**config.mk**
```make
export PLATFORM = sky130hd
export DESIGN_NAME = gpio_ports
export DESIGN_NICKNAME = d
export VERILOG_FILES = /design/src/gpio_ports_pkg.sv /design/src/gpio_ports.sv
export VERILOG_INCLUDE_DIRS = /design/src /design/src/src
export SDC_FILE = /design/constraint.sdc
export NUM_CORES = 1
export LEC_CHECK = 0
export ABC_CLOCK_PERIOD_IN_PS = 11000
export BUFFER_PORTS_ARGS = -buffer_cell sky130_fd_sc_hd__clkbuf_2
export CAP_MARGIN = 40
export CORE_UTILIZATION = 57
export CTS_CLUSTER_SIZE = 16
export DETAILED_ROUTE_END_ITERATION = 16
export HOLD_SLACK_MARGIN = 0.02
export PLACE_DENSITY = 0.81
export SYNTH_ARGS = -nofsm -noshare
export SYNTH_HDL_FRONTEND = slang
export SYNTH_SLANG_ARGS = --single-unit
```
**constraint.sdc**
```tcl
create_clock -name mclk_i -period 11 [get_ports mclk_i]
set_clock_uncertainty 0.15 [all_clocks]
set_input_delay 2.2 -clock mclk_i [delete_from_list [all_inputs] [get_ports mclk_i]]
set_output_delay 2.2 -clock mclk_i [all_outputs]
set_load 0.005 [all_outputs]
```
**src/gpio_ports_defs.svh**
```systemverilog
`ifndef GPIO_PORTS_DEFS_SVH
`define GPIO_PORTS_DEFS_SVH

// register byte offsets on the AXI4-Lite slave
`define OFS_ANALOG_PORT_PIN_LEVELS 8'h00
`define OFS_PORT_B_DATA            8'h04
`define OFS_PORT_B_DIRECTION       8'h08
`define OFS_PORT_B_ALT_FUNCTION    8'h0c
`define OFS_PORT_C_DATA            8'h10
`define OFS_PORT_C_DIRECTION       8'h14
`define OFS_PORT_C_ALT_FUNCTION    8'h18

// reset values of the port b and port c registers
`define RST_PORT_B 5'h00
`define RST_PORT_C 4'h0

// register positions of the five port b bits
`define POS_B0 0
`define POS_B1 1
`define POS_B2 2
`define POS_B3 6
`define POS_B4 7

// physical index of the port b bit that drives low in alternate mode
`define IDX_B_FIXED_LOW 2
// physical index of the port c bit that drives low in alternate mode
`define IDX_C_FIXED_LOW 0

// axi response codes
`define RESP_OKAY   2'h0
`define RESP_SLVERR 2'h2

`endif

```
**src/gpio_ports_pkg.sv**
```systemverilog
package gpio_ports_pkg;

  // configuration of one bidirectional port, physical bit order
  typedef struct packed {
    logic [4:0] data;  // port data register
    logic [4:0] dir;   // 1 = output
    logic [4:0] alt;   // 1 = alternate function
  } port_b_cfg_type;

  typedef struct packed {
    logic [3:0] data;  // port data register
    logic [3:0] dir;   // 1 = output
    logic [3:0] alt;   // 1 = alternate function
  } port_c_cfg_type;

  // axi channel handling
  typedef enum logic {
    CH_IDLE,
    CH_RESP
  } chan_state_type;

endpackage

```
**src/gpio_ports.sv**
```systemverilog
`timescale 1ns/10ps
`include "gpio_ports_defs.svh"

module gpio_ports #(
  parameter int ADDR_W = 8  // axi address width
) (
  input  wire logic              mclk_i,                  // cpu clock, 10 MHz
  input  wire logic              resetn_i,                // async reset, active low
  input  wire logic              ce_i,                    // clock enable, freezes state
  // axi4-lite slave
  input  wire logic [ADDR_W-1:0] s_axi_awaddr,            // write address
  input  wire logic              s_axi_awvalid,           // write address valid
  output logic                   s_axi_awready,           // write address ready
  input  wire logic [31:0]       s_axi_wdata,             // write data
  input  wire logic [3:0]        s_axi_wstrb,             // write byte enables
  input  wire logic              s_axi_wvalid,            // write data valid
  output logic                   s_axi_wready,            // write data ready
  output logic [1:0]             s_axi_bresp,             // write response
  output logic                   s_axi_bvalid,            // write response valid
  input  wire logic              s_axi_bready,            // write response ready
  input  wire logic [ADDR_W-1:0] s_axi_araddr,            // read address
  input  wire logic              s_axi_arvalid,           // read address valid
  output logic                   s_axi_arready,           // read address ready
  output logic [31:0]            s_axi_rdata,             // read data
  output logic [1:0]             s_axi_rresp,             // read response
  output logic                   s_axi_rvalid,            // read data valid
  input  wire logic              s_axi_rready,            // read data ready
  // analog-shared input port
  input  wire logic [7:0]        analog_pin_i,            // input-only pins
  output logic [7:0]             analog_input_o,          // to the converter
  // port b pins, physical order (register bits 0,1,2,6,7)
  input  wire logic [4:0]        port_b_pin_i,            // pin level
  output logic [4:0]             port_b_pin_o,            // pin drive value
  output logic [4:0]             port_b_pin_oe_o,         // pin drive enable
  output logic [4:0]             port_b_pullup_o,         // pull-up enable
  // port c pins
  input  wire logic [3:0]        port_c_pin_i,            // pin level
  output logic [3:0]             port_c_pin_o,            // pin drive value
  output logic [3:0]             port_c_pin_oe_o,         // pin drive enable
  output logic [3:0]             port_c_pullup_o,         // pull-up enable
  // peripheral outputs to pins
  input  wire logic              serial_five_clock_i,     // serial 5 clock out
  input  wire logic              serial_five_data_out_i,  // serial 5 data out
  input  wire logic              analog_output_zero_i,    // analog output 0
  input  wire logic              analog_output_one_i,     // analog output 1
  input  wire logic              async_six_transmit_data_i,  // async 6 tx data
  input  wire logic              async_six_receive_clock_i,  // async 6 rx clock out
  input  wire logic              async_six_transmit_clock_i, // async 6 tx clock out
  // peripheral inputs from pins (synchronised)
  output logic                   serial_five_clock_in_o,     // serial 5 clock in
  output logic                   serial_five_data_in_o,      // serial 5 data in
  output logic                   async_six_receive_data_o,   // async 6 rx data
  output logic                   async_six_receive_clock_in_o,  // async 6 rx clock in
  output logic                   async_six_transmit_clock_in_o  // async 6 tx clock in
);

  // spread five physical port b bits onto their register positions
  function automatic logic [7:0] b_expand(input logic [4:0] v);
    logic [7:0] r;
    r = 8'h00;
    r[`POS_B0] = v[0];
    r[`POS_B1] = v[1];
    r[`POS_B2] = v[2];
    r[`POS_B3] = v[3];
    r[`POS_B4] = v[4];
    return r;
  endfunction

  // gather the five port b bits from a register image
  function automatic logic [4:0] b_pack(input logic [7:0] v);
    return {v[`POS_B4], v[`POS_B3], v[`POS_B2], v[`POS_B1], v[`POS_B0]};
  endfunction

  // per-bit read selection, shared by both bidirectional ports
  function automatic logic bit_read(input logic pin, input logic data,
                                    input logic dir, input logic alt,
                                    input logic periph);
    return dir ? (alt ? periph : data) : pin;
  endfunction

  // byte-lane merge of a write onto an 8-bit register image
  function automatic logic [7:0] lane0(input logic [7:0] old_v,
                                       input logic [31:0] wd,
                                       input logic [3:0] st);
    return st[0] ? wd[7:0] : old_v;
  endfunction

  logic [1:0]                     rst_sync;       // reset release synchroniser
  logic                           rst_n;          // synchronised reset
  logic [16:0]                    pin_s1;         // first sync stage
  logic [16:0]                    pin_s2;         // second sync stage
  logic [16:0]                    pin_s3;         // third sync stage
  logic [16:0]                    pin_q;          // accepted pin levels
  logic [7:0]                     analog_q;       // synced analog pin levels
  logic [4:0]                     b_pin_q;        // synced port b levels
  logic [3:0]                     c_pin_q;        // synced port c levels
  gpio_ports_pkg::port_b_cfg_type b_cfg;          // port b registers
  gpio_ports_pkg::port_c_cfg_type c_cfg;          // port c registers
  logic [4:0]                     b_periph;       // port b peripheral outputs
  logic [3:0]                     c_periph;       // port c peripheral outputs
  logic [4:0]                     b_read;         // port b read mux
  logic [3:0]                     c_read;         // port c read mux
  logic [4:0]                     next_b_pin;     // port b drive value
  logic [3:0]                     next_c_pin;     // port c drive value
  gpio_ports_pkg::chan_state_type wr_state;       // write channel state
  gpio_ports_pkg::chan_state_type rd_state;       // read channel state
  logic                           wr_take;        // write address and data taken
  logic                           rd_take;        // read address taken
  logic [7:0]                     next_rdata;     // read decode result
  logic                           next_rhit;      // read address mapped

  // reset is applied at once but released through two flops
  always_ff @(posedge mclk_i or negedge resetn_i)
  begin
    if (!resetn_i)
      rst_sync <= 2'h0;
    else
      rst_sync <= {rst_sync[0], 1'b1};
  end
  assign rst_n = rst_sync[1];

  // three-stage pin synchroniser; stage one feeds only stage two
  always_ff @(posedge mclk_i or negedge rst_n)
  begin
    if (!rst_n)
    begin
      pin_s1 <= 17'h00000;
      pin_s2 <= 17'h00000;
      pin_s3 <= 17'h00000;
    end
    else if (ce_i)
    begin
      pin_s1 <= {port_c_pin_i, port_b_pin_i, analog_pin_i};
      pin_s2 <= pin_s1;
      pin_s3 <= pin_s2;
    end
  end

  // a bit reads 1 only while stages two and three agree on 1; any disagreement clears it to 0
  always_ff @(posedge mclk_i or negedge rst_n)
  begin
    if (!rst_n)
      pin_q <= 17'h00000;
    else if (ce_i)
      pin_q <= (pin_q & ~(pin_s2 ^ pin_s3)) | (pin_s2 & ~(pin_s2 ^ pin_s3));
  end

  assign analog_q = pin_q[7:0];
  assign b_pin_q  = pin_q[12:8];
  assign c_pin_q  = pin_q[16:13];

  // converter sees the very same pin, unsynchronised as analog demands
  assign analog_input_o = analog_pin_i;

  // peripheral inputs tap the synchronised pin levels ahead of the read mux, so they follow the pin whatever dir is
  assign serial_five_clock_in_o        = b_pin_q[0];
  assign serial_five_data_in_o         = b_pin_q[2];
  assign async_six_receive_data_o      = c_pin_q[0];
  assign async_six_receive_clock_in_o  = c_pin_q[2];
  assign async_six_transmit_clock_in_o = c_pin_q[3];

  // peripheral output per bit; fixed-low bits carry a constant 0
  always_comb
  begin
    b_periph = {analog_output_one_i, analog_output_zero_i, 1'b0,
                serial_five_data_out_i, serial_five_clock_i};
    b_periph[`IDX_B_FIXED_LOW] = 1'b0;
    c_periph = {async_six_transmit_clock_i, async_six_receive_clock_i,
                async_six_transmit_data_i, 1'b0};
    c_periph[`IDX_C_FIXED_LOW] = 1'b0;
  end

  // read mux and pin drive value, one bit at a time
  genvar gi;
  generate
    for (gi = 0; gi < 5; gi++)
    begin : g_b
      assign b_read[gi] = bit_read(b_pin_q[gi], b_cfg.data[gi], b_cfg.dir[gi],
                                   b_cfg.alt[gi], b_periph[gi]);
      assign next_b_pin[gi] = b_cfg.alt[gi] ? b_periph[gi] : b_cfg.data[gi];
    end
    for (gi = 0; gi < 4; gi++)
    begin : g_c
      assign c_read[gi] = bit_read(c_pin_q[gi], c_cfg.data[gi], c_cfg.dir[gi],
                                   c_cfg.alt[gi], c_periph[gi]);
      assign next_c_pin[gi] = c_cfg.alt[gi] ? c_periph[gi] : c_cfg.data[gi];
    end
  endgenerate

  // pin drivers are registered so the pads never see a decode glitch
  always_ff @(posedge mclk_i or negedge rst_n)
  begin
    if (!rst_n)
    begin
      port_b_pin_o    <= `RST_PORT_B;
      port_b_pin_oe_o <= `RST_PORT_B;
      port_b_pullup_o <= `RST_PORT_B;
      port_c_pin_o    <= `RST_PORT_C;
      port_c_pin_oe_o <= `RST_PORT_C;
      port_c_pullup_o <= `RST_PORT_C;
    end
    else if (ce_i)
    begin
      port_b_pin_o    <= next_b_pin;
      port_b_pin_oe_o <= b_cfg.dir;
      port_b_pullup_o <= ~b_cfg.dir & b_cfg.alt;
      port_c_pin_o    <= next_c_pin;
      port_c_pin_oe_o <= c_cfg.dir;
      port_c_pullup_o <= ~c_cfg.dir & c_cfg.alt;
    end
  end

  // write channel: address and data are taken in the same cycle
  assign wr_take       = (wr_state == gpio_ports_pkg::CH_IDLE) & s_axi_awvalid & s_axi_wvalid
    & ce_i;
  assign s_axi_awready = wr_take;
  assign s_axi_wready  = wr_take;

  always_ff @(posedge mclk_i or negedge rst_n)
  begin
    if (!rst_n)
    begin
      wr_state     <= gpio_ports_pkg::CH_IDLE;
      s_axi_bvalid <= 1'b0;
      s_axi_bresp  <= `RESP_OKAY;
    end
    else if (ce_i)
    begin
      unique case (wr_state)
        gpio_ports_pkg::CH_IDLE:
        begin
          if (wr_take)
          begin
            wr_state     <= gpio_ports_pkg::CH_RESP;
            s_axi_bvalid <= 1'b1;
            // the analog port is read only, so it answers like an unmapped word
            unique case (s_axi_awaddr)
              `OFS_PORT_B_DATA, `OFS_PORT_B_DIRECTION, `OFS_PORT_B_ALT_FUNCTION,
              `OFS_PORT_C_DATA, `OFS_PORT_C_DIRECTION, `OFS_PORT_C_ALT_FUNCTION:
                s_axi_bresp <= `RESP_OKAY;
              default:
                s_axi_bresp <= `RESP_SLVERR;
            endcase
          end
        end
        gpio_ports_pkg::CH_RESP:
        begin
          if (s_axi_bready)
          begin
            wr_state     <= gpio_ports_pkg::CH_IDLE;
            s_axi_bvalid <= 1'b0;
          end
        end
      endcase
    end
  end

  // register file; only existing bits are stored, so missing ones read 0
  always_ff @(posedge mclk_i or negedge rst_n)
  begin
    if (!rst_n)
    begin
      b_cfg <= {`RST_PORT_B, `RST_PORT_B, `RST_PORT_B};
      c_cfg <= {`RST_PORT_C, `RST_PORT_C, `RST_PORT_C};
    end
    else if (ce_i && wr_take)
    begin
      // a read-modify-write reads the mux and writes the result here
      unique case (s_axi_awaddr)
        `OFS_PORT_B_DATA:
          b_cfg.data <= b_pack(lane0(b_expand(b_cfg.data), s_axi_wdata, s_axi_wstrb));
        `OFS_PORT_B_DIRECTION:
          b_cfg.dir <= b_pack(lane0(b_expand(b_cfg.dir), s_axi_wdata, s_axi_wstrb));
        `OFS_PORT_B_ALT_FUNCTION:
          b_cfg.alt <= b_pack(lane0(b_expand(b_cfg.alt), s_axi_wdata, s_axi_wstrb));
        `OFS_PORT_C_DATA:
          c_cfg.data <= 4'(lane0({4'h0, c_cfg.data}, s_axi_wdata, s_axi_wstrb));
        `OFS_PORT_C_DIRECTION:
          c_cfg.dir <= 4'(lane0({4'h0, c_cfg.dir}, s_axi_wdata, s_axi_wstrb));
        `OFS_PORT_C_ALT_FUNCTION:
          c_cfg.alt <= 4'(lane0({4'h0, c_cfg.alt}, s_axi_wdata, s_axi_wstrb));
        default:
        begin
          // unmapped or read-only: nothing stored
        end
      endcase
    end
  end

  // read decode; the analog port has no control registers and no pull-ups
  always_comb
  begin
    next_rhit = 1'b1;
    unique case (s_axi_araddr)
      `OFS_ANALOG_PORT_PIN_LEVELS: next_rdata = analog_q;
      `OFS_PORT_B_DATA:            next_rdata = b_expand(b_read);
      `OFS_PORT_B_DIRECTION:       next_rdata = b_expand(b_cfg.dir);
      `OFS_PORT_B_ALT_FUNCTION:    next_rdata = b_expand(b_cfg.alt);
      `OFS_PORT_C_DATA:            next_rdata = {4'h0, c_read};
      `OFS_PORT_C_DIRECTION:       next_rdata = {4'h0, c_cfg.dir};
      `OFS_PORT_C_ALT_FUNCTION:    next_rdata = {4'h0, c_cfg.alt};
      default:
      begin
        next_rdata = 8'h00;
        next_rhit  = 1'b0;
      end
    endcase
  end

  // read channel: data is captured with the address and held until taken
  assign rd_take       = (rd_state == gpio_ports_pkg::CH_IDLE) & s_axi_arvalid & ce_i;
  assign s_axi_arready = rd_take;

  always_ff @(posedge mclk_i or negedge rst_n)
  begin
    if (!rst_n)
    begin
      rd_state     <= gpio_ports_pkg::CH_IDLE;
      s_axi_rvalid <= 1'b0;
      s_axi_rdata  <= 32'h00000000;
      s_axi_rresp  <= `RESP_OKAY;
    end
    else if (ce_i)
    begin
      unique case (rd_state)
        gpio_ports_pkg::CH_IDLE:
        begin
          if (rd_take)
          begin
            rd_state     <= gpio_ports_pkg::CH_RESP;
            s_axi_rvalid <= 1'b1;
            s_axi_rdata  <= {24'h000000, next_rdata};
            s_axi_rresp  <= next_rhit ? `RESP_OKAY : `RESP_SLVERR;
          end
        end
        gpio_ports_pkg::CH_RESP:
        begin
          if (s_axi_rready)
          begin
            rd_state     <= gpio_ports_pkg::CH_IDLE;
            s_axi_rvalid <= 1'b0;
          end
        end
      endcase
    end
  end

endmodule

```
Word level (Yosys, flattened, before mapping)

Index checks and enable logic that the tools add are counted.

Output and inout bits: 81
Logic and storage cells: 104
Bits in registers: 140

Equality and inequality tests: 16
Bitwise gates (word level): 16
Mux-type cells: 34
Reductions and logical operators: 14

Operators with widths:

| operator           | count |
|---|---|
| $pmux 8 s7         | 1 |
| $eq 8x5->1 const B | 6 |
| $and 17x17->17     | 2 |
| $eq 8x4->1 const B | 4 |
| $reduce_and 3->1   | 10 |
| $mux 1             | 27 |
| $not 17->17        | 1 |
| $or 17x17->17      | 1 |
| $xor 17x17->17     | 1 |
| $eq 8x3->1 const B | 2 |
| $logic_not 8->1    | 1 |
| $ne 2x2->1 const B | 4 |
| $pmux 1 s2         | 4 |
| $reduce_or 7->1    | 1 |
| $reduce_or 6->1    | 1 |
| $and 1x1->1        | 5 |
| $and 5x5->5        | 1 |
| $not 5->5          | 1 |
| $and 4x4->4        | 1 |
| $mux 2             | 2 |
| $not 4->4          | 1 |
| $not 1->1          | 2 |
| $logic_and 1x1->1  | 1 |

Logic depth before layout (Yosys ltp)

Depth in word-level cells: 6
Depth in mapped cells: 8

Least setup slack after synthesis

OpenSTA, ideal clock, no wires.

Kind: input to output
Start: in ce_i
End: out s_axi_arready
Cell stages on the path: 6
Setup slack: 5.603 ns
Path buffers: 3
Arrival: 3.047 ns
Required time: 8.650 ns
Path through: buf_4 -> nand2_1 -> or2_1 -> clkbuf_1 -> clkbuf_1 -> inv_1

Cells in the longest elaborated chain, start to end: 1

Ends and longest elaborated chain:

| what        | RTL line          | source |
|---|---|---|
| from (decl) | gpio_ports.sv:9   | `input wire logic ce_i,` |
| $and 1x1->1 | gpio_ports.sv:311 | `assign rd_take = (rd_state == gpio_ports_pkg::CH_IDLE) & s_axi_arvalid & ce_i;` |
| to (decl)   | gpio_ports.sv:23  | `output logic s_axi_arready,` |

No other way between the ends.

Worst setup path in the final report

Ends and elaborated chain as after synthesis.

==> qor.csv <==
stage,metric,value,unit
status,status,finished clean,
clock_network,clk_path_buf_depth,2,
timing,period_needed,6.092,ns
clock_network,clock_latency,0.51,ns
clock_network,cts_buffers,17,
critical_path,worstPathMaxFanout,81,
power_and_ir_drop,leakagePower,3.629,nW
final_layout,insertedDiodeCount,0,
power_and_ir_drop,peakVddDrop,0.1267,mV
global_route,grt_use_total,24.44,%
power_and_ir_drop,p_int,0.9610,mW
synthesis,ys_ff_latch,138,
clock_network,cts.repair.resized,0,
power_and_ir_drop,power_frac_clock,40.8,%
global_route,overflow,0,
power_and_ir_drop,p_sw_share,26.47,%
synthesis,synth_edf_count,0,
critical_path,reg2reg_depth,6,
detailed_routing,drt-vias-per-instance,5.516,
timing,hold_viol,0,
synthesis,synthCells,500,
timing,fin_crit_sh,55.38,%
synthesis,ys_warn_count,0,
critical_path,path_class,input pin to output pin,
clock_network,cts_sinks,138,
synthesis,synthFlopType,dfrtp_1,
timing,rsz0062_at_grt,false,
floorplanning,start_util,59.78,%
placed_design,dp_slack,4.925,ns
global_route,grt_pass1_vias,4258,
timing,worst_pin_slew,0.8764,ns
global_route,grt_max_degree,82,
placed_design,place_area,6750,um^2
min_path,hp-class,flip-flop to asynchronous set/reset pin,
final_layout,seq_area,3457,um^2
critical_path,cp-end-kind,output pin,
floorplanning,io_pins,165,
critical_path,start_kind,input pin,
placed_design,io_buffers,109,
power_and_ir_drop,p_per_area,178.7,nW/um^2
detailed_routing,dr.pass1.iters,6,
power_and_ir_drop,combinationalPowerShare,12.1,%
clock_network,cts_root_buffer,clkbuf_8,
critical_path,r2r_slack,8.94,ns
synthesis,ys_async_sr_fraction,100.0,%
timing,fmax,164.1,MHz
timing,setup_violations,0,
placed_design,gp_congestion,0.8670,
final_layout,drive_gt1_share,40.69,%
power_and_ir_drop,switchingPower,0.3460,mW
timing,timing.final.max_slew_violations,0,
timing,max_slew_margin,41.57,%
clock_network,post_cts_buffers,0,
global_route,grt_pass1_wl,21.03,mm
floorplanning,design.die.area,11400,um^2
clock_network,cts_tree,done,
synthesis,avgSynthCellArea,12.51,um^2
timing,setup_slack,4.908,ns
floorplanning,rows,37,
final_layout,final_util,69.91,%
final_layout,area_growth,16.94,%
placed_design,dp_hpwl,8.926,mm
synthesis,ys_seq_area_share,55.21,%
clock_network,cts.clk_slew.worst_paths,0.06,ns
critical_path,crit-reg2reg-launch,wr_state,
critical_path,regToRegEndpoint,c_cfg[4],
detailed_routing,wl_per_cell,17.41,um
floorplanning,die-height,106.8,um
synthesis,syn_area,6255,um^2
power_and_ir_drop,power,1.307,mW
floorplanning,core_area,10460,um^2
global_route,antenna_found_initial,0,
final_layout,fill_cells,753,
clock_network,h-tree-depth,4,
timing,setup_tns,0,ns
detailed_routing,ant_nets,0,
clock_network,cts-hold-fix-buffers,0,
power_and_ir_drop,p_seq_share,47.1,%
detailed_routing,vias,4126,
final_layout,multiInputGateArea,2495,um^2
synthesis,ys_types,39,
floorplanning,die_w,106.8,um
detailed_routing,drt_iter0_markers,315,
critical_path,cp.required,8.65,ns
critical_path,cp-startpoint,ce_i,
detailed_routing,drt-total-wl,13.02,mm
final_layout,finalInstanceArea,7315,um^2
critical_path,cp.arrival,3.74,ns
run,cap_violations,0,
final_layout,nets,700,
detailed_routing,drc,0,
critical path, cell delays in order:
cell      delay, ns
buf_4          0.67
nand2_1        0.10
or2_1          0.44
inv_1          0.20
clkbuf_2       0.13
power groups by stage:
stage / Combinational (mW) / Clock (mW) / Sequential, mW
2_1_floorplan: 0.111 / 0 / 0.611
3_3_place_gp: 0.141 / 0 / 0.623
5_1_grt: 0.176 / 0.564 / 0.622
6_report: 0.158 / 0.533 / 0.616
3_5_place_dp: 0.155 / 0 / 0.624
4_1_cts: 0.160 / 0.541 / 0.616
stage by stage:
step | hold WS, ns | std cells
after floorplan | 0.1812 | 525
after global placement | 0.1882 | 715
after detailed placement | 0.1650 | 716
after CTS | 0.1729 | 748
after global routing | 0.2074 | 748
final | 0.1507 | 748
sequential cells by signal, indices dropped and copies added, names as in the netlist:
signal / cells
rst_sync: 2
pin_s2: 17
s_axi_bresp: 1
port_c_pin_o: 4
port_c_pullup_o: 4
wr_state: 1
port_b_pin_oe_o: 5
s_axi_rdata: 8
b_cfg: 15
port_b_pin_o: 5
port_c_pin_oe_o: 4
s_axi_rvalid: 1
port_b_pullup_o: 5
pin_s3: 17
s_axi_rresp: 1
rd_state: 1
pin_s1: 17
pin_q: 17
s_axi_bvalid: 1
c_cfg: 12
worst max path at each step:
stage / depth (start not counted) / end / slack, ns
2_1_floorplan: 6 / s_axi_arready / 5.60
3_3_place_gp: 5 / s_axi_arready / 4.97
3_5_place_dp: 5 / s_axi_arready / 4.93
4_1_cts: 5 / s_axi_arready / 4.92
5_1_grt: 5 / s_axi_arready / 4.69
6_report: 5 / s_axi_arready / 4.91
kinds of logic (layout without fill, tap and decap cells):
family                     after synthesis  in the layout  share of synthesized area, %
DFF                                    138            138                         55.21
and+or+nand+nor                        108            108                         9.002
muxes                                  103            103                         18.76
buffers and inverters                   69            156                         6.401
AOI/OAI and AO/OA                       63             63                         7.101
adders and majority gates               17             17                         3.401
other                                    2             27                        0.1201
layer usage:
layer / share of wire, % / track usage [%] / vias up
met3: 5.6 / 5.410 / 24
met1: 40 / 30.51 / 2047
met2: 52 / 41.47 / 154
met4: 1.7 / 9.589 / 0
li1: - / - / 1901
met5: 0 / 0 / -
cell usage in the layout (no fill, tap or decap), types with 8 or more instances in the layout:
cell       netlist  final
dfrtp_1        138    137
clkbuf_2         0    108
mux2_2          94     94
nand2_1         46     46
conb_1           2     27
nor2_1          20     20
a22o_1          19     19
ha_1            17     17
clkbuf_16        0     16
o21ai_0         15     15
a21oi_1         14     14
nand3b_1        13     13
inv_1           11     11
nand3_1          8      8
synthesized netlist by cell type (2+ instances only):
cell      count  share of area (%)
a211oi_1      2               0.24
a21oi_1      14                1.1
a221o_1       2               0.32
a22o_1       19                2.7
a22oi_1       2               0.24
a31o_2        2               0.28
buf_2         5               0.40
buf_4        36                4.3
clkbuf_1     16               0.96
conb_1        2               0.12
dfrtp_1     138                 55
ha_1         17                3.4
inv_1        11               0.66
mux2_2       94                 17
mux2i_1       7                1.1
mux4_2        2               0.72
nand2_1      46                2.8
nand2b_1      2               0.20
nand3_1       8               0.64
nand3b_1     13                1.6
nand4_1       2               0.20
nor2_1       20                1.2
nor2b_1       6               0.60
nor3_1        4               0.32
nor3b_4       2               0.60
o21ai_0      15                1.2
layout make-up:
type | instances | share of cell area, %
Clock buffer | 18 | 5.850
Clock inverter | 14 | 1.865
Inverter | 12 | 0.6158
Multi-Input combinational cell | 318 | 34.11
Sequential cell | 138 | 47.26
Tap cell | 136 | 2.326
Timing Repair Buffer | 112 | 7.971
Power figures use the tool's default switching activity.
